==> config.mk <==
export PLATFORM = sky130hd
export DESIGN_NAME = tfm_firing_status
export DESIGN_NICKNAME = d
export VERILOG_FILES = /design/src/shared/tfm_pkg.sv /design/src/logic/tfm_firing_status.sv /design/src/logic/tfm_sync.sv /design/src/logic/tfm_blink.sv
export VERILOG_INCLUDE_DIRS = /design/src /design/src/shared
export SDC_FILE = /design/constraint.sdc
export NUM_CORES = 1
export LEC_CHECK = 0
export ABC_AREA = 1
export BUFFER_PORTS_ARGS = -buffer_cell sky130_fd_sc_hd__buf_2
export CAP_MARGIN = 20
export CORE_MARGIN = 2
export CORE_UTILIZATION = 45
export CTS_BUF_LIST = sky130_fd_sc_hd__clkbuf_8
export DETAILED_ROUTE_END_ITERATION = 7
export PLACE_DENSITY = 0.68
export SLEW_MARGIN = 20
export SYNTH_ARGS = -nofsm -noshare
export SYNTH_HDL_FRONTEND = slang
export SYNTH_SLANG_ARGS = --single-unit
==> constraint.sdc <==
create_clock -name i_clock -period 3.92 [get_ports i_clock]
set_clock_uncertainty 0.15 [all_clocks]
set_input_delay 0.784 -clock i_clock [delete_from_list [all_inputs] [get_ports i_clock]]
set_output_delay 0.784 -clock i_clock [all_outputs]
set_load 0.05 [all_outputs]
==> src/shared/tfm_defines.svh <==
// Register offsets, field positions, reset values and timing counts of the firing status block.
`ifndef TFM_DEFINES_SVH
`define TFM_DEFINES_SVH

// ----------------------------------------------------------------------
// Register offsets
// ----------------------------------------------------------------------
`define TFM_ADDR_SETPOINT0 16'h0005
`define TFM_ADDR_SETPOINT1 16'h0006
`define TFM_ADDR_SETPOINT2 16'h0007
`define TFM_ADDR_STATUS 16'h0100
`define TFM_ADDR_OPMODE 16'h1000
`define TFM_ADDR_AIN_CFG 16'h1001
`define TFM_ADDR_SOFT_INH_EN 16'h1010
`define TFM_ADDR_SRC_SEL0 16'h1020
`define TFM_ADDR_AIN_SEL0 16'h1021
`define TFM_ADDR_SRC_SEL1 16'h1024
`define TFM_ADDR_AIN_SEL1 16'h1025
`define TFM_ADDR_SRC_SEL2 16'h1028
`define TFM_ADDR_AIN_SEL2 16'h1029
`define TFM_ADDR_CHAN_EN 16'h10a2

// ----------------------------------------------------------------------
// Operating mode values
// ----------------------------------------------------------------------
`define TFM_MODE_3PH_AC_PHASE 16'h0000
`define TFM_MODE_3PH_ZERO 16'h0001
`define TFM_MODE_VOLTAGE 16'h0002
`define TFM_MODE_CURRENT 16'h0003
`define TFM_MODE_1PH_MULTI_PHASE 16'h0006
`define TFM_MODE_1PH_MULTI_ZERO 16'h0007
`define TFM_MODE_1PH_BRIDGE_PHASE 16'h0008

// ----------------------------------------------------------------------
// Field positions and encodings
// ----------------------------------------------------------------------
`define TFM_AIN_0_10V 2'h0
`define TFM_AIN_0_5V 2'h1
`define TFM_AIN_4_20MA 2'h2
`define TFM_AIN_0_20MA 2'h3
`define TFM_SRC_REGISTER_BIT 0
`define TFM_AINSEL_DYNAMIC_BIT 2
`define TFM_CMD_FULL 12'hfff
`define TFM_AIN_4MA_CODE 12'h333

// ----------------------------------------------------------------------
// Reset values
// ----------------------------------------------------------------------
`define TFM_OPMODE_RST 16'h0000
`define TFM_CHAN_EN_RST 16'h003f
`define TFM_REG_RST 16'h0000

// ----------------------------------------------------------------------
// Timing
// ----------------------------------------------------------------------
`define TFM_CLK_HZ 100000000
`define TFM_HEALTHY_HALF_MS 250
`define TFM_WDOG_MS 100
`define TFM_FLASH_ON_MS 200
`define TFM_FLASH_OFF_MS 200
`define TFM_GROUP_PAUSE_MS 1000
`define TFM_MS_TO_CYCLES(ms) ((ms) * (`TFM_CLK_HZ / 1000))

`endif

==> src/shared/tfm_pkg.sv <==
// Types shared by the firing status block.
package tfm_pkg;

  typedef enum logic [3:0] {
    TFM_KIND_PHASE = 4'b0001,
    TFM_KIND_ZERO = 4'b0010,
    TFM_KIND_VOLTAGE = 4'b0100,
    TFM_KIND_CURRENT = 4'b1000
  } tfm_kind_t;

  typedef enum logic [2:0] {
    TFM_BL_ON = 3'b001,
    TFM_BL_GAP = 3'b010,
    TFM_BL_PAUSE = 3'b100
  } tfm_blink_state_t;

  typedef logic [11:0] tfm_cmd_t;

endpackage

==> src/logic/tfm_firing_status.sv <==
// Mode, firing enable, setpoint source, inhibit and status indicator logic of the firing controller.
// Summary of operation
// - Healthy LED toggles while firmware keeps kicking; stops when kicks cease.
// - Inhibit LED lights when the fast inhibit or any enabled soft inhibit source is active.
// - Line-sync-loss LED lights while the PLL is not locked.
// - Fault LED lights while any fault is present, dark otherwise.
// - Three-controller modes 6 and 7: all three inhibited gives steady lit LED.
// - Three-controller modes: none inhibited gives steady dark LED.
// - Three-controller modes: one or two inhibited flash that many times per group.
// - Single-controller modes: inhibit LED steady lit while inhibited, else dark.
// - Operating mode register picks phase, zero-cross, voltage or current operation.
// - Mode value zero runs three-phase AC controller with open-loop phase control.
// - Mode value 8 runs single-phase bridge converter with phase control.
// - Mode value 6 runs up to three single-phase phase-control AC controllers.
// - A gate channel fires only when its channel enable bit is one.
// - With several controllers, fast inhibit suppresses firing on every channel.
// - Soft inhibit pin inhibits its controller only when enabled in register.
// - Source register picks analog input or setpoint register as angle command.
// - Each analog input is 0-5V, 0-10V, 4-20mA or 0-20mA per config register.
// - Voltage input: 0V gives maximum angle, full scale gives minimum angle.
// - Current input: 0mA or 4mA gives maximum angle, 20mA minimum angle.
// - Analog input is fixed or picked between two by a digital pin level.
// - Each of three controllers has its own setpoint, source and input select.
// - Zero command means 180 degrees, full command means zero degrees.
`timescale 1ns/10ps
`default_nettype none
`include "tfm_defines.svh"
module tfm_firing_status
  import tfm_pkg::*;
#(
  parameter int unsigned HEALTHY_HALF_CYCLES = `TFM_MS_TO_CYCLES(`TFM_HEALTHY_HALF_MS),
  parameter int unsigned WDOG_CYCLES = `TFM_MS_TO_CYCLES(`TFM_WDOG_MS),
  parameter int unsigned FLASH_ON_CYCLES = `TFM_MS_TO_CYCLES(`TFM_FLASH_ON_MS),
  parameter int unsigned FLASH_OFF_CYCLES = `TFM_MS_TO_CYCLES(`TFM_FLASH_OFF_MS),
  parameter int unsigned PAUSE_CYCLES = `TFM_MS_TO_CYCLES(`TFM_GROUP_PAUSE_MS)
) (
  input wire logic i_clock, // System clock, 100 MHz.
  input wire logic i_rst_n, // Synchronous reset, active low.
  input wire logic i_reg_wr, // Register write strobe.
  input wire logic i_reg_rd, // Register read strobe.
  input wire logic [15:0] i_reg_addr, // Register address.
  input wire logic [15:0] i_reg_wdata, // Register write data.
  output logic [15:0] o_reg_rdata, // Register read data.
  output logic o_reg_ack, // Access done, one cycle.
  output logic o_reg_err, // Access hit no register, with ack.
  input wire logic i_firmware_kick, // Control firmware alive pulse.
  input wire logic i_fault_active, // Any fault present.
  input wire logic i_pll_locked, // Line PLL in lock.
  input wire logic i_fast_inhibit_pin, // Fast inhibit pin, high inhibits.
  input wire logic [2:0] i_soft_inhibit_pin, // Soft inhibit pin per controller.
  input wire logic i_ain_select_pin, // Picks the alternate analog input.
  input wire logic [11:0] i_ain0_code, // Analog input 1 sample.
  input wire logic [11:0] i_ain1_code, // Analog input 2 sample.
  input wire logic [11:0] i_ain2_code, // Analog input 3 sample.
  output logic [5:0] o_gate_enable, // Firing permitted per channel.
  output logic [3:0] o_mode_kind, // One-hot operation kind.
  output logic o_multi_controller, // Three-controller mode active.
  output logic [11:0] o_firing_angle0, // Controller 1 angle, full code is 180 degrees.
  output logic [11:0] o_firing_angle1, // Controller 2 angle.
  output logic [11:0] o_firing_angle2, // Controller 3 angle.
  output logic o_system_healthy_led, // Healthy LED.
  output logic o_inhibit_led, // Inhibit LED.
  output logic o_line_sync_loss_led, // Line sync loss LED.
  output logic o_fault_led // Fault LED.
);
  // ----------------------------------------------------------------------
  // Helper functions
  // ----------------------------------------------------------------------
  function automatic tfm_cmd_t ain_to_cmd(input logic [11:0] code, input logic [1:0] kind);
    logic [12:0] dbl;
    logic [11:0] lifted;
    logic [13:0] scaled;
    dbl = {code, 1'b0};
    lifted = (code > `TFM_AIN_4MA_CODE) ? code - `TFM_AIN_4MA_CODE : 12'h000;
    scaled = {2'b00, lifted} + {4'h0, lifted[11:2]};
    case (kind)
      `TFM_AIN_0_5V: begin
        ain_to_cmd = dbl[12] ? `TFM_CMD_FULL : dbl[11:0];
      end
      `TFM_AIN_4_20MA: begin
        ain_to_cmd = (scaled > {2'b00, `TFM_CMD_FULL}) ? `TFM_CMD_FULL : scaled[11:0];
      end
      default: begin
        ain_to_cmd = code;
      end
    endcase
  endfunction

  function automatic tfm_cmd_t reg_to_cmd(input logic [15:0] value);
    reg_to_cmd = (value > {4'h0, `TFM_CMD_FULL}) ? `TFM_CMD_FULL : value[11:0];
  endfunction

  function automatic logic [11:0] cmd_to_angle(input tfm_cmd_t cmd);
    cmd_to_angle = `TFM_CMD_FULL - cmd;
  endfunction

  // ----------------------------------------------------------------------
  // Registers
  // ----------------------------------------------------------------------
  logic [15:0] operating_mode_select;
  logic [15:0] analog_input_type_config;
  logic [15:0] soft_inhibit_pin_enable;
  logic [15:0] gate_channel_enable;
  logic [15:0] control_setpoint [3];
  logic [15:0] phase_command_source_select [3];
  logic [15:0] analog_input_select [3];
  logic [15:0] status_word;
  logic [15:0] next_rdata;
  logic next_err;

  always_ff @(posedge i_clock) begin
    if (!i_rst_n) begin
      operating_mode_select <= `TFM_OPMODE_RST;
      analog_input_type_config <= `TFM_REG_RST;
      soft_inhibit_pin_enable <= `TFM_REG_RST;
      gate_channel_enable <= `TFM_CHAN_EN_RST;
      for (int i = 0; i < 3; i++) begin
        control_setpoint[i] <= `TFM_REG_RST;
        phase_command_source_select[i] <= `TFM_REG_RST;
        analog_input_select[i] <= `TFM_REG_RST;
      end
    end else if (i_reg_wr) begin
      if (i_reg_addr == `TFM_ADDR_OPMODE) begin
        operating_mode_select <= i_reg_wdata;
      end else if (i_reg_addr == `TFM_ADDR_AIN_CFG) begin
        analog_input_type_config <= i_reg_wdata;
      end else if (i_reg_addr == `TFM_ADDR_SOFT_INH_EN) begin
        soft_inhibit_pin_enable <= i_reg_wdata;
      end else if (i_reg_addr == `TFM_ADDR_CHAN_EN) begin
        gate_channel_enable <= i_reg_wdata;
      end else if (i_reg_addr == `TFM_ADDR_SETPOINT0) begin
        control_setpoint[0] <= i_reg_wdata;
      end else if (i_reg_addr == `TFM_ADDR_SETPOINT1) begin
        control_setpoint[1] <= i_reg_wdata;
      end else if (i_reg_addr == `TFM_ADDR_SETPOINT2) begin
        control_setpoint[2] <= i_reg_wdata;
      end else if (i_reg_addr == `TFM_ADDR_SRC_SEL0) begin
        phase_command_source_select[0] <= i_reg_wdata;
      end else if (i_reg_addr == `TFM_ADDR_SRC_SEL1) begin
        phase_command_source_select[1] <= i_reg_wdata;
      end else if (i_reg_addr == `TFM_ADDR_SRC_SEL2) begin
        phase_command_source_select[2] <= i_reg_wdata;
      end else if (i_reg_addr == `TFM_ADDR_AIN_SEL0) begin
        analog_input_select[0] <= i_reg_wdata;
      end else if (i_reg_addr == `TFM_ADDR_AIN_SEL1) begin
        analog_input_select[1] <= i_reg_wdata;
      end else if (i_reg_addr == `TFM_ADDR_AIN_SEL2) begin
        analog_input_select[2] <= i_reg_wdata;
      end
    end
  end

  always_comb begin
    next_err = 1'b0;
    next_rdata = 16'h0000;
    if (i_reg_addr == `TFM_ADDR_OPMODE) begin
      next_rdata = operating_mode_select;
    end else if (i_reg_addr == `TFM_ADDR_AIN_CFG) begin
      next_rdata = analog_input_type_config;
    end else if (i_reg_addr == `TFM_ADDR_SOFT_INH_EN) begin
      next_rdata = soft_inhibit_pin_enable;
    end else if (i_reg_addr == `TFM_ADDR_CHAN_EN) begin
      next_rdata = gate_channel_enable;
    end else if (i_reg_addr == `TFM_ADDR_SETPOINT0) begin
      next_rdata = control_setpoint[0];
    end else if (i_reg_addr == `TFM_ADDR_SETPOINT1) begin
      next_rdata = control_setpoint[1];
    end else if (i_reg_addr == `TFM_ADDR_SETPOINT2) begin
      next_rdata = control_setpoint[2];
    end else if (i_reg_addr == `TFM_ADDR_SRC_SEL0) begin
      next_rdata = phase_command_source_select[0];
    end else if (i_reg_addr == `TFM_ADDR_SRC_SEL1) begin
      next_rdata = phase_command_source_select[1];
    end else if (i_reg_addr == `TFM_ADDR_SRC_SEL2) begin
      next_rdata = phase_command_source_select[2];
    end else if (i_reg_addr == `TFM_ADDR_AIN_SEL0) begin
      next_rdata = analog_input_select[0];
    end else if (i_reg_addr == `TFM_ADDR_AIN_SEL1) begin
      next_rdata = analog_input_select[1];
    end else if (i_reg_addr == `TFM_ADDR_AIN_SEL2) begin
      next_rdata = analog_input_select[2];
    end else if (i_reg_addr == `TFM_ADDR_STATUS) begin
      next_rdata = status_word;
    end else begin
      next_err = 1'b1;
    end
  end

  always_ff @(posedge i_clock) begin
    if (!i_rst_n) begin
      o_reg_rdata <= 16'h0000;
      o_reg_ack <= 1'b0;
      o_reg_err <= 1'b0;
    end else begin
      o_reg_ack <= i_reg_rd | i_reg_wr;
      o_reg_err <= (i_reg_rd | i_reg_wr) & next_err;
      if (i_reg_rd) begin
        o_reg_rdata <= next_err ? 16'h0000 : next_rdata;
      end
    end
  end

  // ----------------------------------------------------------------------
  // Mode decode
  // ----------------------------------------------------------------------
  tfm_kind_t kind;
  logic multi;

  always_comb begin
    multi = 1'b0;
    kind = TFM_KIND_PHASE;
    case (operating_mode_select)
      `TFM_MODE_3PH_AC_PHASE: begin
        kind = TFM_KIND_PHASE;
      end
      `TFM_MODE_1PH_BRIDGE_PHASE: begin
        kind = TFM_KIND_PHASE;
      end
      `TFM_MODE_1PH_MULTI_PHASE: begin
        kind = TFM_KIND_PHASE;
        multi = 1'b1;
      end
      `TFM_MODE_1PH_MULTI_ZERO: begin
        kind = TFM_KIND_ZERO;
        multi = 1'b1;
      end
      `TFM_MODE_3PH_ZERO: begin
        kind = TFM_KIND_ZERO;
      end
      `TFM_MODE_VOLTAGE: begin
        kind = TFM_KIND_VOLTAGE;
      end
      `TFM_MODE_CURRENT: begin
        kind = TFM_KIND_CURRENT;
      end
      default: begin
        kind = TFM_KIND_PHASE;
      end
    endcase
  end

  // ----------------------------------------------------------------------
  // Pin synchronisation and inhibit
  // ----------------------------------------------------------------------
  logic fast_inh;
  logic [2:0] soft_pin;
  logic sel_pin;
  logic [2:0] ctl_inh;
  logic any_inh;
  logic [1:0] inh_count;

  tfm_sync #(
    .WIDTH(5)
  ) u_pin_sync (
    .i_clock(i_clock),
    .i_rst_n(i_rst_n),
    .i_async({i_ain_select_pin, i_soft_inhibit_pin, i_fast_inhibit_pin}),
    .o_sync({sel_pin, soft_pin, fast_inh})
  );

  // Fast inhibit reaches every controller; soft pins only count when enabled.
  assign ctl_inh = {3{fast_inh}} | (soft_pin & soft_inhibit_pin_enable[2:0]);
  assign any_inh = fast_inh | (|(soft_pin & soft_inhibit_pin_enable[2:0]));
  assign inh_count = {1'b0, ctl_inh[0]} + {1'b0, ctl_inh[1]} + {1'b0, ctl_inh[2]};

  // ----------------------------------------------------------------------
  // Gate enables
  // ----------------------------------------------------------------------
  // In three-controller modes each controller owns a pair of adjacent channels.
  always_ff @(posedge i_clock) begin
    if (!i_rst_n) begin
      o_gate_enable <= 6'h00;
    end else begin
      for (int ch = 0; ch < 6; ch++) begin
        o_gate_enable[ch] <= gate_channel_enable[ch] &
          (multi ? ~ctl_inh[ch / 2] : ~any_inh);
      end
    end
  end

  always_ff @(posedge i_clock) begin
    if (!i_rst_n) begin
      o_mode_kind <= TFM_KIND_PHASE;
      o_multi_controller <= 1'b0;
    end else begin
      o_mode_kind <= kind;
      o_multi_controller <= multi;
    end
  end

  // ----------------------------------------------------------------------
  // Command source and firing angle
  // ----------------------------------------------------------------------
  tfm_cmd_t ain_cmd [3];
  tfm_cmd_t ctl_cmd [3];
  logic [1:0] ain_index [3];
  logic [11:0] next_angle [3];

  always_comb begin
    ain_cmd[0] = ain_to_cmd(i_ain0_code, analog_input_type_config[1:0]);
    ain_cmd[1] = ain_to_cmd(i_ain1_code, analog_input_type_config[3:2]);
    ain_cmd[2] = ain_to_cmd(i_ain2_code, analog_input_type_config[5:4]);
    for (int i = 0; i < 3; i++) begin
      ain_index[i] = (analog_input_select[i][`TFM_AINSEL_DYNAMIC_BIT] && sel_pin) ?
        analog_input_select[i][5:4] : analog_input_select[i][1:0];
      if (phase_command_source_select[i][`TFM_SRC_REGISTER_BIT]) begin
        ctl_cmd[i] = reg_to_cmd(control_setpoint[i]);
      end else if (ain_index[i] == 2'h1) begin
        ctl_cmd[i] = ain_cmd[1];
      end else if (ain_index[i] == 2'h2) begin
        ctl_cmd[i] = ain_cmd[2];
      end else begin
        ctl_cmd[i] = ain_cmd[0];
      end
      // Unused controllers in single-controller modes rest at no conduction.
      next_angle[i] = (i == 0 || multi) ? cmd_to_angle(ctl_cmd[i]) : `TFM_CMD_FULL;
    end
  end

  always_ff @(posedge i_clock) begin
    if (!i_rst_n) begin
      o_firing_angle0 <= `TFM_CMD_FULL;
      o_firing_angle1 <= `TFM_CMD_FULL;
      o_firing_angle2 <= `TFM_CMD_FULL;
    end else begin
      o_firing_angle0 <= next_angle[0];
      o_firing_angle1 <= next_angle[1];
      o_firing_angle2 <= next_angle[2];
    end
  end

  // ----------------------------------------------------------------------
  // Healthy indicator
  // ----------------------------------------------------------------------
  logic [31:0] wdog_cnt;
  logic [31:0] healthy_cnt;
  logic alive;

  // The watchdog turns firmware kicks into a level, so a hung firmware freezes the LED.
  always_ff @(posedge i_clock) begin
    if (!i_rst_n) begin
      wdog_cnt <= 32'h0000_0000;
    end else if (i_firmware_kick) begin
      wdog_cnt <= WDOG_CYCLES;
    end else if (wdog_cnt != 32'h0000_0000) begin
      wdog_cnt <= wdog_cnt - 32'h0000_0001;
    end
  end

  assign alive = (wdog_cnt != 32'h0000_0000);

  always_ff @(posedge i_clock) begin
    if (!i_rst_n) begin
      healthy_cnt <= 32'h0000_0000;
      o_system_healthy_led <= 1'b0;
    end else if (!alive) begin
      healthy_cnt <= 32'h0000_0000;
    end else if (healthy_cnt == HEALTHY_HALF_CYCLES - 1) begin
      healthy_cnt <= 32'h0000_0000;
      o_system_healthy_led <= ~o_system_healthy_led;
    end else begin
      healthy_cnt <= healthy_cnt + 32'h0000_0001;
    end
  end

  // ----------------------------------------------------------------------
  // Inhibit, sync loss and fault indicators
  // ----------------------------------------------------------------------
  logic blink_led;

  tfm_blink #(
    .FLASH_ON_CYCLES(FLASH_ON_CYCLES),
    .FLASH_OFF_CYCLES(FLASH_OFF_CYCLES),
    .PAUSE_CYCLES(PAUSE_CYCLES)
  ) u_blink (
    .i_clock(i_clock),
    .i_rst_n(i_rst_n),
    .i_count(inh_count),
    .o_led(blink_led)
  );

  always_ff @(posedge i_clock) begin
    if (!i_rst_n) begin
      o_inhibit_led <= 1'b0;
      o_line_sync_loss_led <= 1'b0;
      o_fault_led <= 1'b0;
    end else begin
      if (!multi) begin
        o_inhibit_led <= any_inh;
      end else if (inh_count == 2'h3) begin
        o_inhibit_led <= 1'b1;
      end else if (inh_count == 2'h0) begin
        o_inhibit_led <= 1'b0;
      end else begin
        o_inhibit_led <= blink_led;
      end
      o_line_sync_loss_led <= ~i_pll_locked;
      o_fault_led <= i_fault_active;
    end
  end

  assign status_word = {8'h00, alive, ~i_pll_locked, i_fault_active, fast_inh, 1'b0, ctl_inh};
endmodule // tfm_firing_status
`default_nettype wire

==> src/logic/tfm_sync.sv <==
// Two flip-flop synchroniser for asynchronous pin levels.
`timescale 1ns/10ps
`default_nettype none
module tfm_sync #(
  parameter int unsigned WIDTH = 1
) (
  input wire logic i_clock, // System clock.
  input wire logic i_rst_n, // Synchronous reset, active low.
  input wire logic [WIDTH-1:0] i_async, // Pin levels from outside.
  output logic [WIDTH-1:0] o_sync // Levels safe to read.
);
  logic [WIDTH-1:0] stage1;

  always_ff @(posedge i_clock) begin
    if (!i_rst_n) begin
      stage1 <= '0;
      o_sync <= '0;
    end else begin
      stage1 <= i_async;
      o_sync <= stage1;
    end
  end
endmodule // tfm_sync
`default_nettype wire

==> src/logic/tfm_blink.sv <==
// Group flasher: shows a count of one or two as flashes followed by a long dark pause.
`timescale 1ns/10ps
`default_nettype none
`include "tfm_defines.svh"
module tfm_blink
  import tfm_pkg::*;
#(
  parameter int unsigned FLASH_ON_CYCLES = `TFM_MS_TO_CYCLES(`TFM_FLASH_ON_MS),
  parameter int unsigned FLASH_OFF_CYCLES = `TFM_MS_TO_CYCLES(`TFM_FLASH_OFF_MS),
  parameter int unsigned PAUSE_CYCLES = `TFM_MS_TO_CYCLES(`TFM_GROUP_PAUSE_MS)
) (
  input wire logic i_clock, // System clock.
  input wire logic i_rst_n, // Synchronous reset, active low.
  input wire logic [1:0] i_count, // Flashes per group, 1 or 2.
  output logic o_led // Flash pattern, high is lit.
);
  tfm_blink_state_t state;
  logic [31:0] timer;
  logic [1:0] flashes;

  always_ff @(posedge i_clock) begin
    if (!i_rst_n) begin
      state <= TFM_BL_PAUSE;
      timer <= 32'h0000_0000;
      flashes <= 2'h0;
    end else if (timer != 32'h0000_0000) begin
      timer <= timer - 32'h0000_0001;
    end else begin
      case (state)
        TFM_BL_ON: begin
          flashes <= flashes + 2'h1;
          state <= (flashes + 2'h1 >= i_count) ? TFM_BL_PAUSE : TFM_BL_GAP;
          timer <= (flashes + 2'h1 >= i_count) ? PAUSE_CYCLES - 1 : FLASH_OFF_CYCLES - 1;
        end
        TFM_BL_GAP: begin
          state <= TFM_BL_ON;
          timer <= FLASH_ON_CYCLES - 1;
        end
        default: begin
          flashes <= 2'h0;
          state <= TFM_BL_ON;
          timer <= FLASH_ON_CYCLES - 1;
        end
      endcase
    end
  end

  assign o_led = (state == TFM_BL_ON);
endmodule // tfm_blink
`default_nettype wire

### Word-level counts from Yosys, hierarchy flattened

Memories as Yosys holds them, arrays and structs flattened.
Index checks and enable logic that the tools add are counted.

* reduce and logical (&&, ||, !) cells: 19
* bitwise operators: 33
* mux-type cells: 190
* equality and inequality tests: 35
* add/sub/neg operators: 15
* $lt $le $gt $ge: 10

Operators with widths (number)
* $mux 16: 23
* $mux 12: 21
* $eq 16x13->1 const B: 10
* $mux 1: 130
* $eq 16x3->1 const B: 5
* $pmux 12 s2: 3
* $mux 32: 2
* $reduce_bool 32->1: 2
* $sub 32x1->32 const B: 2
* $gt 16x12->1 const B: 3
* $mux 24: 2
* $add 12x10->13: 3
* $gt 13x12->1 const B: 3
* $gt 12x10->1 const B: 3
* $sub 12x10->12 const B: 3
* $sub 12x12->12 const A: 3
* $add 32x1->32 const B: 1
* $eq 16x2->1 const B: 2
* $eq 32x25->1 const B: 1
* $mux 27: 1
* $eq 16x1->1 const B: 1
* $eq 16x9->1 const B: 1
* $eq 2x2->1 const B: 7
* $not 1->1: 13
* 25 further kinds: 57

* bits in registers: 244
* memories: 3
* bits of input ports: 80
* memory bits (writable): 144
* logic and storage cells: 330

Memory list
* analog_input_select: words 3, width 16, read ports 3, clocked after memory_dff 0, wr ports 3, RTL line tfm_firing_status.sv:106 `logic [15:0] analog_input_select [3];`
* control_setpoint: words 3, width 16, read ports 3, clocked after memory_dff 0, wr ports 3, RTL line tfm_firing_status.sv:104 `logic [15:0] control_setpoint [3];`
* phase_command_source_select: words 3, width 16, read ports 3, clocked after memory_dff 0, wr ports 3, RTL line tfm_firing_status.sv:105 `logic [15:0] phase_command_source_select [3];`

### Depth between registers and ports, before layout

Gate-level depths: netlist of the first run.

* word-level depth: 18
* gate-level depth with buffers: 28

### Cells and area by module

Synthesis of the first run repeated with hierarchy kept, for this count alone.

* cell total of the unflattened synthesis: 2981
* area, all modules: 21605.7 um^2

Modules (own cells, without submodules)
* tfm_firing_status: cells each 2664, area each 19276.0 um^2, instances 1, seq. area each 8267.9 um^2
* tfm_blink: cells each 286, area each 2043.2 um^2, instances 1, seq. area each 740.7 um^2
* tfm_sync: cells each 31, area each 286.5 um^2, instances 1, seq. area each 200.2 um^2

### Worst setup path before layout of the first run

OpenSTA, ideal clock, no wires.

* path kind: input -> register
* start point: input port i_ain1_code[5]
* end point: register o_firing_angle2[3]
* slack: 0.299 ns
* library setup time: 0.116 ns
* cell stages on the path: 27
* required time: 3.654 ns
* buffers on the path: 1
* arrival: 3.356 ns
* cell sequence: nand2_1 nor2_1 o31ai_1 nand2_1 nand3_1 inv_1 ha_1 inv_1 fa_1 inv_1 nand3_1 nand2_1 nand2_1 nand2_1 nand2_1 nand2_1 a21oi_1 nor2_1 nand2_1 buf_4 nand2_1 nand2_1 o211ai_1 o21ai_0 o21ai_0 nand3b_1 nand2_1

* cells in the longest elaborated chain, start to end: 9

RTL lines
* start: declaration: RTL line tfm_firing_status.sv:53 `input wire logic [11:0] i_ain1_code,`
* $sub 12x10->12 (no line) / $gt 12x10->1 (equally long branches)
* $mux 12 (*): RTL line tfm_firing_status.sv:74 `` lifted = (code > `TFM_AIN_4MA_CODE) ? code - `TFM_AIN_4MA_CODE : 12'h000; ``
* $add 12x10->13 (*): RTL line tfm_firing_status.sv:75 `scaled = {2'b00, lifted} + {4'h0, lifted[11:2]};`
* $gt 13x12->1: RTL line tfm_firing_status.sv:81 `` ain_to_cmd = (scaled > {2'b00, `TFM_CMD_FULL}) ? `TFM_CMD_FULL : scaled[11:0]; ``
* $mux 12 (*): RTL line tfm_firing_status.sv:81
* $pmux 12 s2 (*): RTL line tfm_firing_status.sv:76 `case (kind)`
* $mux 12 (*): RTL line tfm_firing_status.sv:308 `end else if (ain_index[i] == 2'h1) begin`
* $mux 12 (*): RTL line tfm_firing_status.sv:306 `` if (phase_command_source_select[i][`TFM_SRC_REGISTER_BIT]) begin ``
* $sub 12x12->12 (no line) (*)
* end signal: assignment: RTL line tfm_firing_status.sv:324 `` o_firing_angle2 <= `TFM_CMD_FULL; ``
* end signal: assignment: RTL line tfm_firing_status.sv:328 `o_firing_angle2 <= next_angle[2];`
* end: declaration: RTL line tfm_firing_status.sv:60 `output logic [11:0] o_firing_angle2,`

Mark *: on every way between the ends. The rest lies on a longest branch, timed or not.
A chain may end at the register's enable or synchronous reset.

### Final worst setup path of the first run

* start point: input port i_ain1_code[5]
* end point: register o_firing_angle1[2]

* cells in the longest elaborated chain, start to end: 9

RTL lines
* $sub 12x10->12 (no line) / $gt 12x10->1 (equally long branches)
* $mux 12 (*): RTL line tfm_firing_status.sv:74
* $add 12x10->13 (*): RTL line tfm_firing_status.sv:75
* $gt 13x12->1: RTL line tfm_firing_status.sv:81
* $mux 12 (*): RTL line tfm_firing_status.sv:81
* $pmux 12 s2 (*): RTL line tfm_firing_status.sv:76
* $mux 12 (*): RTL line tfm_firing_status.sv:308
* $mux 12 (*): RTL line tfm_firing_status.sv:306
* $sub 12x12->12 (no line) (*)
* end signal: assignment: RTL line tfm_firing_status.sv:323 `` o_firing_angle1 <= `TFM_CMD_FULL; ``
* end signal: assignment: RTL line tfm_firing_status.sv:327 `o_firing_angle1 <= next_angle[1];`
* end: declaration: RTL line tfm_firing_status.sv:59 `output logic [11:0] o_firing_angle1,`

Marks and branches as above.

==> results of run 1 <==
==> kinds of logic after synthesis <==
group	after synthesis	synth area share, %
flops	388	42.4
xor+xnor	51	2.09
compound gates	516	13.3
buf+inv	500	8.81
mux	1	0.0519
fa+ha+maj	45	2.72
simple gates	1480	30.6
==> what timing repair did <==
| action | 4_1_cts | 5_1_grt |
|---|---|---|
| gates resized for setup | 0 | 3 |
| endpoints found under the setup margin | 0 | 15 |
| setup buffers | 0 | 0 |
==> critical path: stages <==
cell and delay (ns):
buf_2 0.10, nand2_1 0.08, nor2_1 0.12, o31ai_1 0.07
nand2_1 0.18, nand3_1 0.11, inv_1 0.10, ha_1 0.18
inv_1 0.06, fa_1 0.38, inv_1 0.09, nand3_1 0.06
nand2_1 0.09, nand2_1 0.06, nand2_1 0.10, nand2_1 0.05
nand2_1 0.06, a21oi_1 0.07, nor2_1 0.15, nand2_2 0.18
o21ai_0 0.13, nand2_1 0.08, o211ai_1 0.09, nand2_1 0.16
o21ai_0 0.22, nand3b_1 0.14, nand2_1 0.06
==> per-layer routing <==
metal	vias up	track usage [%]
met5	-	0
met4	0	11.7
met3	167	5.05
met2	880	45.3
met1	9848	37.7
li1	10342	-
==> path summary, 6_finish.rpt <==
path,slack (ns),endpoint,cells past startpoint,start
worst max register to register,0.74,u_blink.timer[26],11,u_pin_sync.o_sync[0]
worst max-delay path,0.31,o_firing_angle1[2],27,i_ain1_code[5]
worst min-delay path,0.19,u_pin_sync.stage1[4],3,i_ain_select_pin
worst min register to register,0.26,u_pin_sync.o_sync[4],2,u_pin_sync.stage1[4]
==> metrics by stage <==
step	cells	util, %	TNS [ns]
floorplan	2981	-	0
global placement	3822	50.6	-4.59
detailed placement	3822	50.6	-6.42
CTS	3937	53.4	0
global route	3938	53.4	0
finish	3938	53.4	0
==> cell usage after synthesis (32+ instances only) <==
| cell type | n | area share, % |
|---|---|---|
| nand4_1 | 44 | 1.3 |
| nand2_1 | 725 | 13 |
| a21oi_1 | 230 | 5.3 |
| nor2_1 | 307 | 5.3 |
| nand3_1 | 166 | 3.8 |
| dfxtp_1 | 244 | 22 |
| edfxtp_1 | 144 | 20 |
| clkbuf_1 | 58 | 1.0 |
| nor3_1 | 52 | 1.2 |
| inv_1 | 374 | 6.5 |
| ha_1 | 40 | 2.3 |
| o21ai_0 | 155 | 3.6 |
| or2_2 | 32 | 0.92 |
| xor2_1 | 33 | 1.3 |
==> area by class of cell <==
| cell class | count | share of cell area (%) |
|---|---|---|
| multi-input combinational | 2093 | 41.7 |
| sequential | 388 | 36.2 |
| timing repair buffer | 307 | 7.70 |
| inverter | 419 | 6.18 |
| clock buffer | 79 | 4.27 |
| tap | 615 | 3.02 |
| clock inverter | 36 | 0.899 |
| antenna | 1 | 0.00983 |
==> report_power, final <==
group / total, mW / switching, mW / internal, mW / leakage (nW)
registers: 4.66 / 0.213 / 4.44 / 3.35
logic: 2.40 / 1.53 / 0.868 / 7.66
clock network: 3.72 / 1.70 / 2.02 / 0.749
==> state kept, by name, indices dropped and copies added (netlist names), 2 cells and up <==
| signal | cells |
|---|---|
| analog_input_select | 48 |
| control_setpoint | 48 |
| phase_command_source_select | 48 |
| healthy_cnt | 32 |
| u_blink.timer | 32 |
| wdog_cnt | 32 |
| analog_input_type_config | 16 |
| gate_channel_enable | 16 |
| o_reg_rdata | 16 |
| operating_mode_select | 16 |
| soft_inhibit_pin_enable | 16 |
| o_firing_angle0 | 12 |
| o_firing_angle1 | 12 |
| o_firing_angle2 | 12 |
| o_gate_enable | 6 |
| u_pin_sync.o_sync | 5 |
| u_pin_sync.stage1 | 5 |
| o_mode_kind | 4 |
| u_blink.state | 3 |
| u_blink.flashes | 2 |
==> reports/summary.txt, run 1 <==
Die area - 50000 sq um
Register area - 9210 sq um
Metal2 WL - 31900 um
Initial antenna violation count - 1
Crit Path Class - input pin to flip-flop
Min-Delay Path Class - input pin to flip-flop
Multi-input gate area - 10600 sq um
Synth unique cells - 62
I/O Pins - 149
DP Wirelength - 54000 um
Worst hold margin - 0.193 ns
Area post-placement - 24100 sq um
Final wirelength - 71600 um
Clock sinks - 388
Area Overhead vs Synth - 17.2%
Core box area - 47600 sq um
Seq cells post-synth - 388
Die span in x - 224 um
Clock transition at the registers of the reported paths - 0.06 ns
Synth Cell Area - 21700 sq um
Mapped Cells - 2981
Leak pwr - 11.8 nW
Post-route ant nets - 0
Fillers - 4567
Critical path peak fanout - 11
Required time of the critical path - 4.28 ns
Final setup violation count - 0
Final instance area - 25500 sq um
Critical Path AT - 3.97 ns
All-layer global routing usage - 28.2%
Routed wl met3 - 6010 um
Global-route wire length before repair - 111000 um
H-tree levels - 3
Commonest non-fill, non-tap cells in the layout - nand2_1 (724), inv_1 (391), nor2_1 (306)
Worst vdd ir - 0.262 mV
Synth warn - 0
Met1 wire length - 31100 um
DR pass1 iterations - 6
Skew-Pair Late Insertion Delay - 0.64 ns
Final net count - 3400
Max-slew violation count - 0
Initial DRC count - 1915
GRT overflow - 0
RSZ-0062 raised after global routing - no
Slew @ Worst Pin - 0.887 ns
Max frequency - 0.277 GHz
Max_slew headroom - 40.7%
Dpl ws - -0.304 ns
Via density per instance - 5.39
Largest buffer count on any clock path - 3
Site row count - 80
Async SR Flop Fraction - 0%
DRC - 0
Max Used Layer - met4
Crit start category - input pin
Status - completed
Synth Net Count - 3105
Vias after detailed routing - 21237
Die Y - 224 um
Power Total - 10.8 mW
CTS tree - yes
Post-route clock period utilization - 92.0%
Max Cap Viol - 0
Post-synth EDFFs - 144
Mean Syn Cell Area - 7.28 sq um
Most common cell after layout, fill and taps aside - nand2_1
Setup slack after layout - 0.315 ns
Crit. End Element - flip-flop
Sequential fraction of the synthesis area - 42.4%
Starting Density - 45.6%
Wire per inst - 18.2 um
Final min period - 3.61 ns
Largest net degree at the start of global routing - 50
IO Port Bufs - 148
Clock Tree Root - clkbuf_8
Number of hold violations in the final report - 0
CTS Hold Buffers Added - 0
PwrDens - 423 nW/um^2
Share of cells above drive strength 1 - 17.2%
CTS Buf Count - 67
Ys flop type - dfxtp_1
Routability cong. - 0.984
Vias in the first global route - 20466
Note: power is estimated with default switching activity, not from simulation.
==> run 2: changes to the inputs <==
- BUFFER_PORTS_ARGS: -buffer_cell sky130_fd_sc_hd__buf_2 -> -buffer_cell sky130_fd_sc_hd__buf_4
==> run 2 against run 1 <==
  * Total power up 0.91%
  * Via count increased by 0.52%
  * Clock-buffer cell count is 4 higher
  * Clock power increased by 2%
  * Register-to-register slack about the same
  * Critical path type unchanged
  * Cell count is 0.28% higher
  * Largest power group unchanged
  * Combinational power increased by 2%
  * Critical path depth unchanged
  * Routed wire length grew 0.10%
  * Largest cell class unchanged
  * Cell area increased by 1.8%
  * Sequential power barely moved
  * Critical endpoint is now o_firing_angle2[4]
==> reports/summary.txt, run 2 (synthesis gave the netlist of run 1 again) <==
Power Total - 10.9 mW
Fillers - 4602
Biggest regs - analog_input_select (48), control_setpoint (48), phase_command_source_select (48)
GRT overflow - 0
Worst vdd ir - 0.305 mV
CTS Buf Count - 67
# Post-CTS Setup Buffers - 0
Area post-placement - 24500 sq um
Wire per inst - 18.2 um
Number of hold violations in the final report - 0
Final setup violation count - 0
Skew-Pair Late Insertion Delay - 0.65 ns
Global-route wire length before repair - 110000 um
H-tree levels - 3
Post-route ant nets - 0
Clock sinks - 388
Post-route clock period utilization - 90.1%
CTS tree - yes
Die span in x - 224 um
Vias after detailed routing - 21348
Crit Path Class - input pin to flip-flop
Worst R2R Path Depth - 11
Core box area - 47600 sq um
Max-slew violation count - 0
Worst hold margin - 0.173 ns
RSZ-0062 raised after global routing - no
Area Overhead vs Synth - 19.3%
Die area - 50000 sq um
Slew @ Worst Pin - 0.876 ns
R2R Path Start - u_pin_sync.o_sync[0]
Site row count - 80
Max_slew headroom - 41.0%
Crit. End Element - flip-flop
Min-Delay Path Class - input pin to flip-flop
Most common cell after layout, fill and taps aside - nand2_1
Setup TNS - 0 ns
Clock transition at the registers of the reported paths - 0.06 ns
Max frequency - 0.283 GHz
Initial DRC count - 1978
Crit start category - input pin
Critical path peak fanout - 11
Routability cong. - 1.02
Largest net degree at the start of global routing - 71
Worst Setup SP - i_ain1_code[2]
Max Cap Viol - 0
Status - completed
Share of cells above drive strength 1 - 17.4%
I/O Pins - 149
DR pass1 iterations - 6
Final min period - 3.53 ns
Critical Path AT - 3.96 ns
Initial antenna violation count - 2
Die Y - 224 um
Clock Tree Root - clkbuf_8
IO Port Bufs - 148
Reg-to-Reg End - u_blink.timer[26]
Final instance area - 25900 sq um
Final net count - 3406
Commonest non-fill, non-tap cells in the layout - nand2_1 (724), inv_1 (394), buf_4 (310)
PwrDens - 420 nW/um^2
Critical Path Sink - o_firing_angle2[4]
Starting Density - 45.6%
Vias in the first global route - 20306
Required time of the critical path - 4.35 ns
DP Wirelength - 54200 um
Largest buffer count on any clock path - 3
DRC - 0
All-layer global routing usage - 28.2%
R2r setup slk - 0.73 ns
Leak pwr - 11.9 nW
Via density per instance - 5.41
Final wirelength - 71700 um
run 2: worst max-delay path, stage by stage:
cell      delay (ns)
buf_4           0.11
nor2_1          0.20
nor2_1          0.07
o31ai_1         0.19
nand2_1         0.19
nand3_1         0.12
inv_1           0.07
ha_1            0.21
inv_1           0.07
fa_1            0.18
inv_1           0.06
nand3_1         0.06
nand2_1         0.08
nand2_1         0.07
nand2_1         0.06
nand2_1         0.06
nand2_1         0.05
a21oi_1         0.16
nor2_1          0.08
nand2_2         0.19
nand2_1         0.11
nand2_1         0.09
o211ai_1        0.09
o21ai_1         0.22
o21ai_0         0.11
nand3b_1        0.20
nand2_1         0.07
run 2: area by class of cell:
cell class / count / area (sq um) / share of cell area, %
Tap cell: 615 / 769 / 2.97
Timing Repair Buffer: 313 / 2370 / 9.16
Multi-Input combinational cell: 2093 / 10600 / 41.0
Clock inverter: 37 / 221 / 0.855
Clock buffer: 83 / 1140 / 4.41
Antenna cell: 1 / 2.50 / 0.00966
Inverter: 419 / 1570 / 6.07
Sequential cell: 388 / 9210 / 35.5
run 2: layer usage:
layer  vias up  GRT usage, %  part of all wire [%]  routed length, um
met5         -             0                     0                  0
met4         0          11.2                   3.4               2470
met3       157          4.79                   8.8               6330
met2       907          44.9                    45              31900
met1      9925          38.3                    43              31000
li1      10359             -                     -                  -
run 2: worst min-delay path by stage:
| stage | startpoint | end | slack (ns) | cells past startpoint |
|---|---|---|---|---|
| global placement | u_pin_sync.stage1[2] | u_pin_sync.o_sync[2] | 0.26 | 2 |
| finish | i_fast_inhibit_pin | u_pin_sync.stage1[0] | 0.17 | 3 |
| detailed placement | u_pin_sync.stage1[4] | u_pin_sync.o_sync[4] | 0.26 | 2 |
| global route | i_fast_inhibit_pin | u_pin_sync.stage1[0] | 0.17 | 3 |
| CTS | i_fast_inhibit_pin | u_pin_sync.stage1[0] | 0.14 | 3 |
| floorplan | u_pin_sync.stage1[0] | u_pin_sync.o_sync[0] | 0.24 | 2 |
run 2: what timing repair did:
action / in CTS / in global routing
setup endpoints to repair: 0 / 23
resized for setup: 0 / 3
hold buffers: 0 / 0
run 2: power breakdown:
| group | total (mW) | internal, mW | leakage (nW) | switching (mW) |
|---|---|---|---|---|
| clock | 3.78 | 2.05 | 0.781 | 1.73 |
| sequential | 4.65 | 4.44 | 3.35 | 0.212 |
| combinational | 2.44 | 0.905 | 7.82 | 1.54 |
run 2: through the flow:
stage,std cells,util [%],setup slack (ns)
floorplan,2981,-,0.299
global placement,3827,51.5,-0.220
detailed placement,3827,51.5,-0.319
CTS,3947,54.3,0.342
global route,3949,54.4,0.0123
finish,3949,54.4,0.387
==> run 3: changes to the inputs <==
- SYNTH_HIERARCHICAL: unset -> 1
- TNS_END_PERCENT: unset -> 20
==> run 3 against run 2 <==
  * First-iteration DRC count is 0.91% higher
  * Synthesized area is 0.50% lower
  * Maximum frequency is 0.24% higher
  * Worst setup slack better by 0.0084 ns
  * Register-to-register slack better by 0.25 ns
  * Largest cell class unchanged
  * Clock-buffer cell count is 2 higher
  * Die area is 0.49% lower
==> reports/summary.txt, run 3 <==
Crit. End Element - flip-flop
CTS tree - yes
Max_slew headroom - 31.3%
Max-slew violation count - 0
CTS Buf Count - 68
Met2 usage in global routing - 46.4%
Synth top area share - 22.6%
Xor-xnor portion of the synthesized cell area - 1.99%
Largest net degree at the start of global routing - 67
Biggest regs - analog_input_select (48), control_setpoint (48), phase_command_source_select (48)
Simple-gate portion of the synthesized area - 29.4%
CTS Hold Buffers Added - 0
Worst path max stage delay - 0.38 ns
DR pass1 iterations - 5
Synth area leaders - dfxtp_1 (23%), edfxtp_1 (20%), nand2_1 (13%)
Synth warn - 6
Synth Net Count - 3105
Final min period - 3.52 ns
H-tree levels - 3
Mapped Cells - 2981
Via density per instance - 5.41
Die Y - 223 um
Initial antenna violation count - 0
Register area - 9210 sq um
Final net count - 3431
Leading area contributor after synthesis - dfxtp_1
I/O Pins - 149
Clk pwr share - 35.1%
Share of cells above drive strength 1 - 16.7%
Internal power - 7.75 mW
Post-synthesis mux area share - 0%
Mean Syn Cell Area - 7.25 sq um
Seq cells post-synth - 388
Area post-placement - 24600 sq um
Gate power share - 24.9%
Starting Density - 45.4%
PwrDens - 444 nW/um^2
Leak pwr - 12.0 nW
Vias in the first global route - 20521
Sequential fraction of the synthesis area - 42.6%
Required time of the critical path - 4.29 ns
Async SR Flop Fraction - 0%
Most common cell after layout, fill and taps aside - nand2_1
Global-route wire length before repair - 110000 um
Number of hold violations in the final report - 0
Clock Tree Root - clkbuf_8
Final instance area - 26100 sq um
Critical Path AT - 3.89 ns
Critical hold path startpoint - i_fast_inhibit_pin
Synth unique cells - 62
Post-route ant nets - 0
Min-Delay Path Class - input pin to flip-flop
Vias after detailed routing - 21507
Worst vdd ir - 0.533 mV
Reg-to-Reg End - healthy_cnt[12]
Compound-Gate Fraction of Synth Area - 14.5%
M3 GR Usage - 5.33%
Wire per inst - 17.8 um
Site row count - 80
Top cells by count, synth - nand2_1 (737), inv_1 (397), nor2_1 (306)
IO Port Bufs - 148
Slew @ Worst Pin - 1.03 ns
Worst Hold End - u_pin_sync/stage1[0]
GRT overflow - 0
Switching power share of the total - 33.1%
Post-route clock period utilization - 89.9%
Post-synth EDFFs - 144
Commonest non-fill, non-tap cells in the layout - nand2_1 (737), inv_1 (409), buf_4 (328)
Synth Cell Area - 21600 sq um
Final setup violation count - 0
Fillers - 4459
Max frequency - 0.284 GHz
Switching Power - 3.83 mW
Largest buffer count on any clock path - 3
Worst R2R Path Depth - 12
Clock transition at the registers of the reported paths - 0.06 ns
Power Total - 11.6 mW
Largest family of logic cells by synthesized area - simple AND/OR/NAND/NOR gates
Max Cap Viol - 0
Multi-input gate area - 10500 sq um
RSZ-0062 raised after global routing - no
R2r setup slk - 0.98 ns
Adder-cell area share of the yosys netlist - 2.69%
Critical path peak fanout - 9
Final wirelength - 70700 um
R2R Path Start - healthy_cnt[0]
Clock sinks - 388
GRT Max-Usage Layer - met2
Ys flop type - dfxtp_1
Initial DRC count - 1996
M1 GR Usage - 35.8%
Die span in x - 223 um
Core box area - 47500 sq um
DRC - 0
# Post-CTS Setup Buffers - 0
Crit Path Class - input pin to flip-flop
Die area - 49800 sq um
Ant. Diodes - 0
Skew-Pair Late Insertion Delay - 0.66 ns
Reg power frac - 40.0%
Routability cong. - 0.955
All-layer global routing usage - 28.0%
Top-count cell post-synth - nand2_1
Area Overhead vs Synth - 20.6%
Status - completed
Worst hold stages - 3
Crit path top cell by count - nand2_1
Slowest-stage cell, CP - fa_1
Crit start category - input pin
DP Wirelength - 54700 um
[run 3: final cells by class]
cell class	count	area share [%]
clock buffer	85	4.49
clock inverter	39	1.25
inverter	420	6.07
multi-input combinational	2100	40.4
sequential	388	35.3
tap	615	2.95
timing repair buffer	329	9.52
[run 3: worst max path at each step]
| stage | startpoint | depth (start not counted) | endpoint |
|---|---|---|---|
| after detailed placement | i_ain1_code[5] | 30 | o_firing_angle2[2] |
| after floorplan | i_ain1_code[5] | 29 | o_firing_angle2[2] |
| after global placement | i_ain1_code[5] | 30 | o_firing_angle2[2] |
| final | i_ain1_code[5] | 30 | o_firing_angle1[9] |
| after global routing | i_ain1_code[5] | 30 | o_firing_angle1[9] |
| after CTS | i_ain1_code[5] | 30 | o_firing_angle2[2] |
[run 3: kinds of logic (layout without fill, tap and decap cells)]
| family | Yosys count | after routing |
|---|---|---|
| adder cells (fa/ha/maj) | 44 | 44 |
| XOR/XNOR | 49 | 49 |
| AO/OA/AOI/OAI | 576 | 576 |
| flip-flops | 388 | 388 |
| AND/OR/NAND/NOR | 1431 | 1431 |
| buffers and inverters | 493 | 873 |
[run 3: worst max-delay path: cells and delay by family]
family | cells | cell delay (ns)
compound gates | 10 | 1.22
fa+ha+maj | 2 | 0.57
buf+inv | 6 | 0.41
simple gates | 12 | 0.92
[run 3: routing by layer]
layer,wire length [um],vias to the layer above
met5,0,-
met4,2840,0
met3,5760,197
met2,32400,938
met1,29600,9913
li1,-,10459
[run 3: metrics by stage]
| stage | setup slack, ns | cells | util (%) | TNS [ns] | hold WS (ns) |
|---|---|---|---|---|---|
| 2_1_floorplan | 0.141 | 2981 | - | 0 | 0.236 |
| 3_3_place_gp | -0.274 | 3852 | 51.7 | -3.52 | 0.254 |
| 3_5_place_dp | -0.338 | 3852 | 51.7 | -5.15 | 0.249 |
| 4_1_cts | 0.302 | 3976 | 54.8 | 0 | 0.119 |
| 5_1_grt | 0.0496 | 3976 | 54.8 | 0 | 0.139 |
| 6_report | 0.396 | 3976 | 54.8 | 0 | 0.157 |
[run 3: repair_timing]
| action | in CTS | in global routing |
|---|---|---|
| hold endpoints to repair | 0 | 0 |
| gates resized for setup | 0 | 5 |
| setup endpoints to repair | 0 | 6 |
[run 3: power by group through the flow]
| stage | logic [mW] | clock network, mW | registers [mW] |
|---|---|---|---|
| final | 2.88 | 4.07 | 4.64 |
| after global routing | 3.19 | 4.29 | 4.66 |
| after CTS | 2.85 | 4.12 | 4.63 |
| after detailed placement | 2.83 | 0 | 4.71 |
| after global placement | 2.78 | 0 | 4.70 |
| after floorplan | 1.96 | 0 | 4.72 |
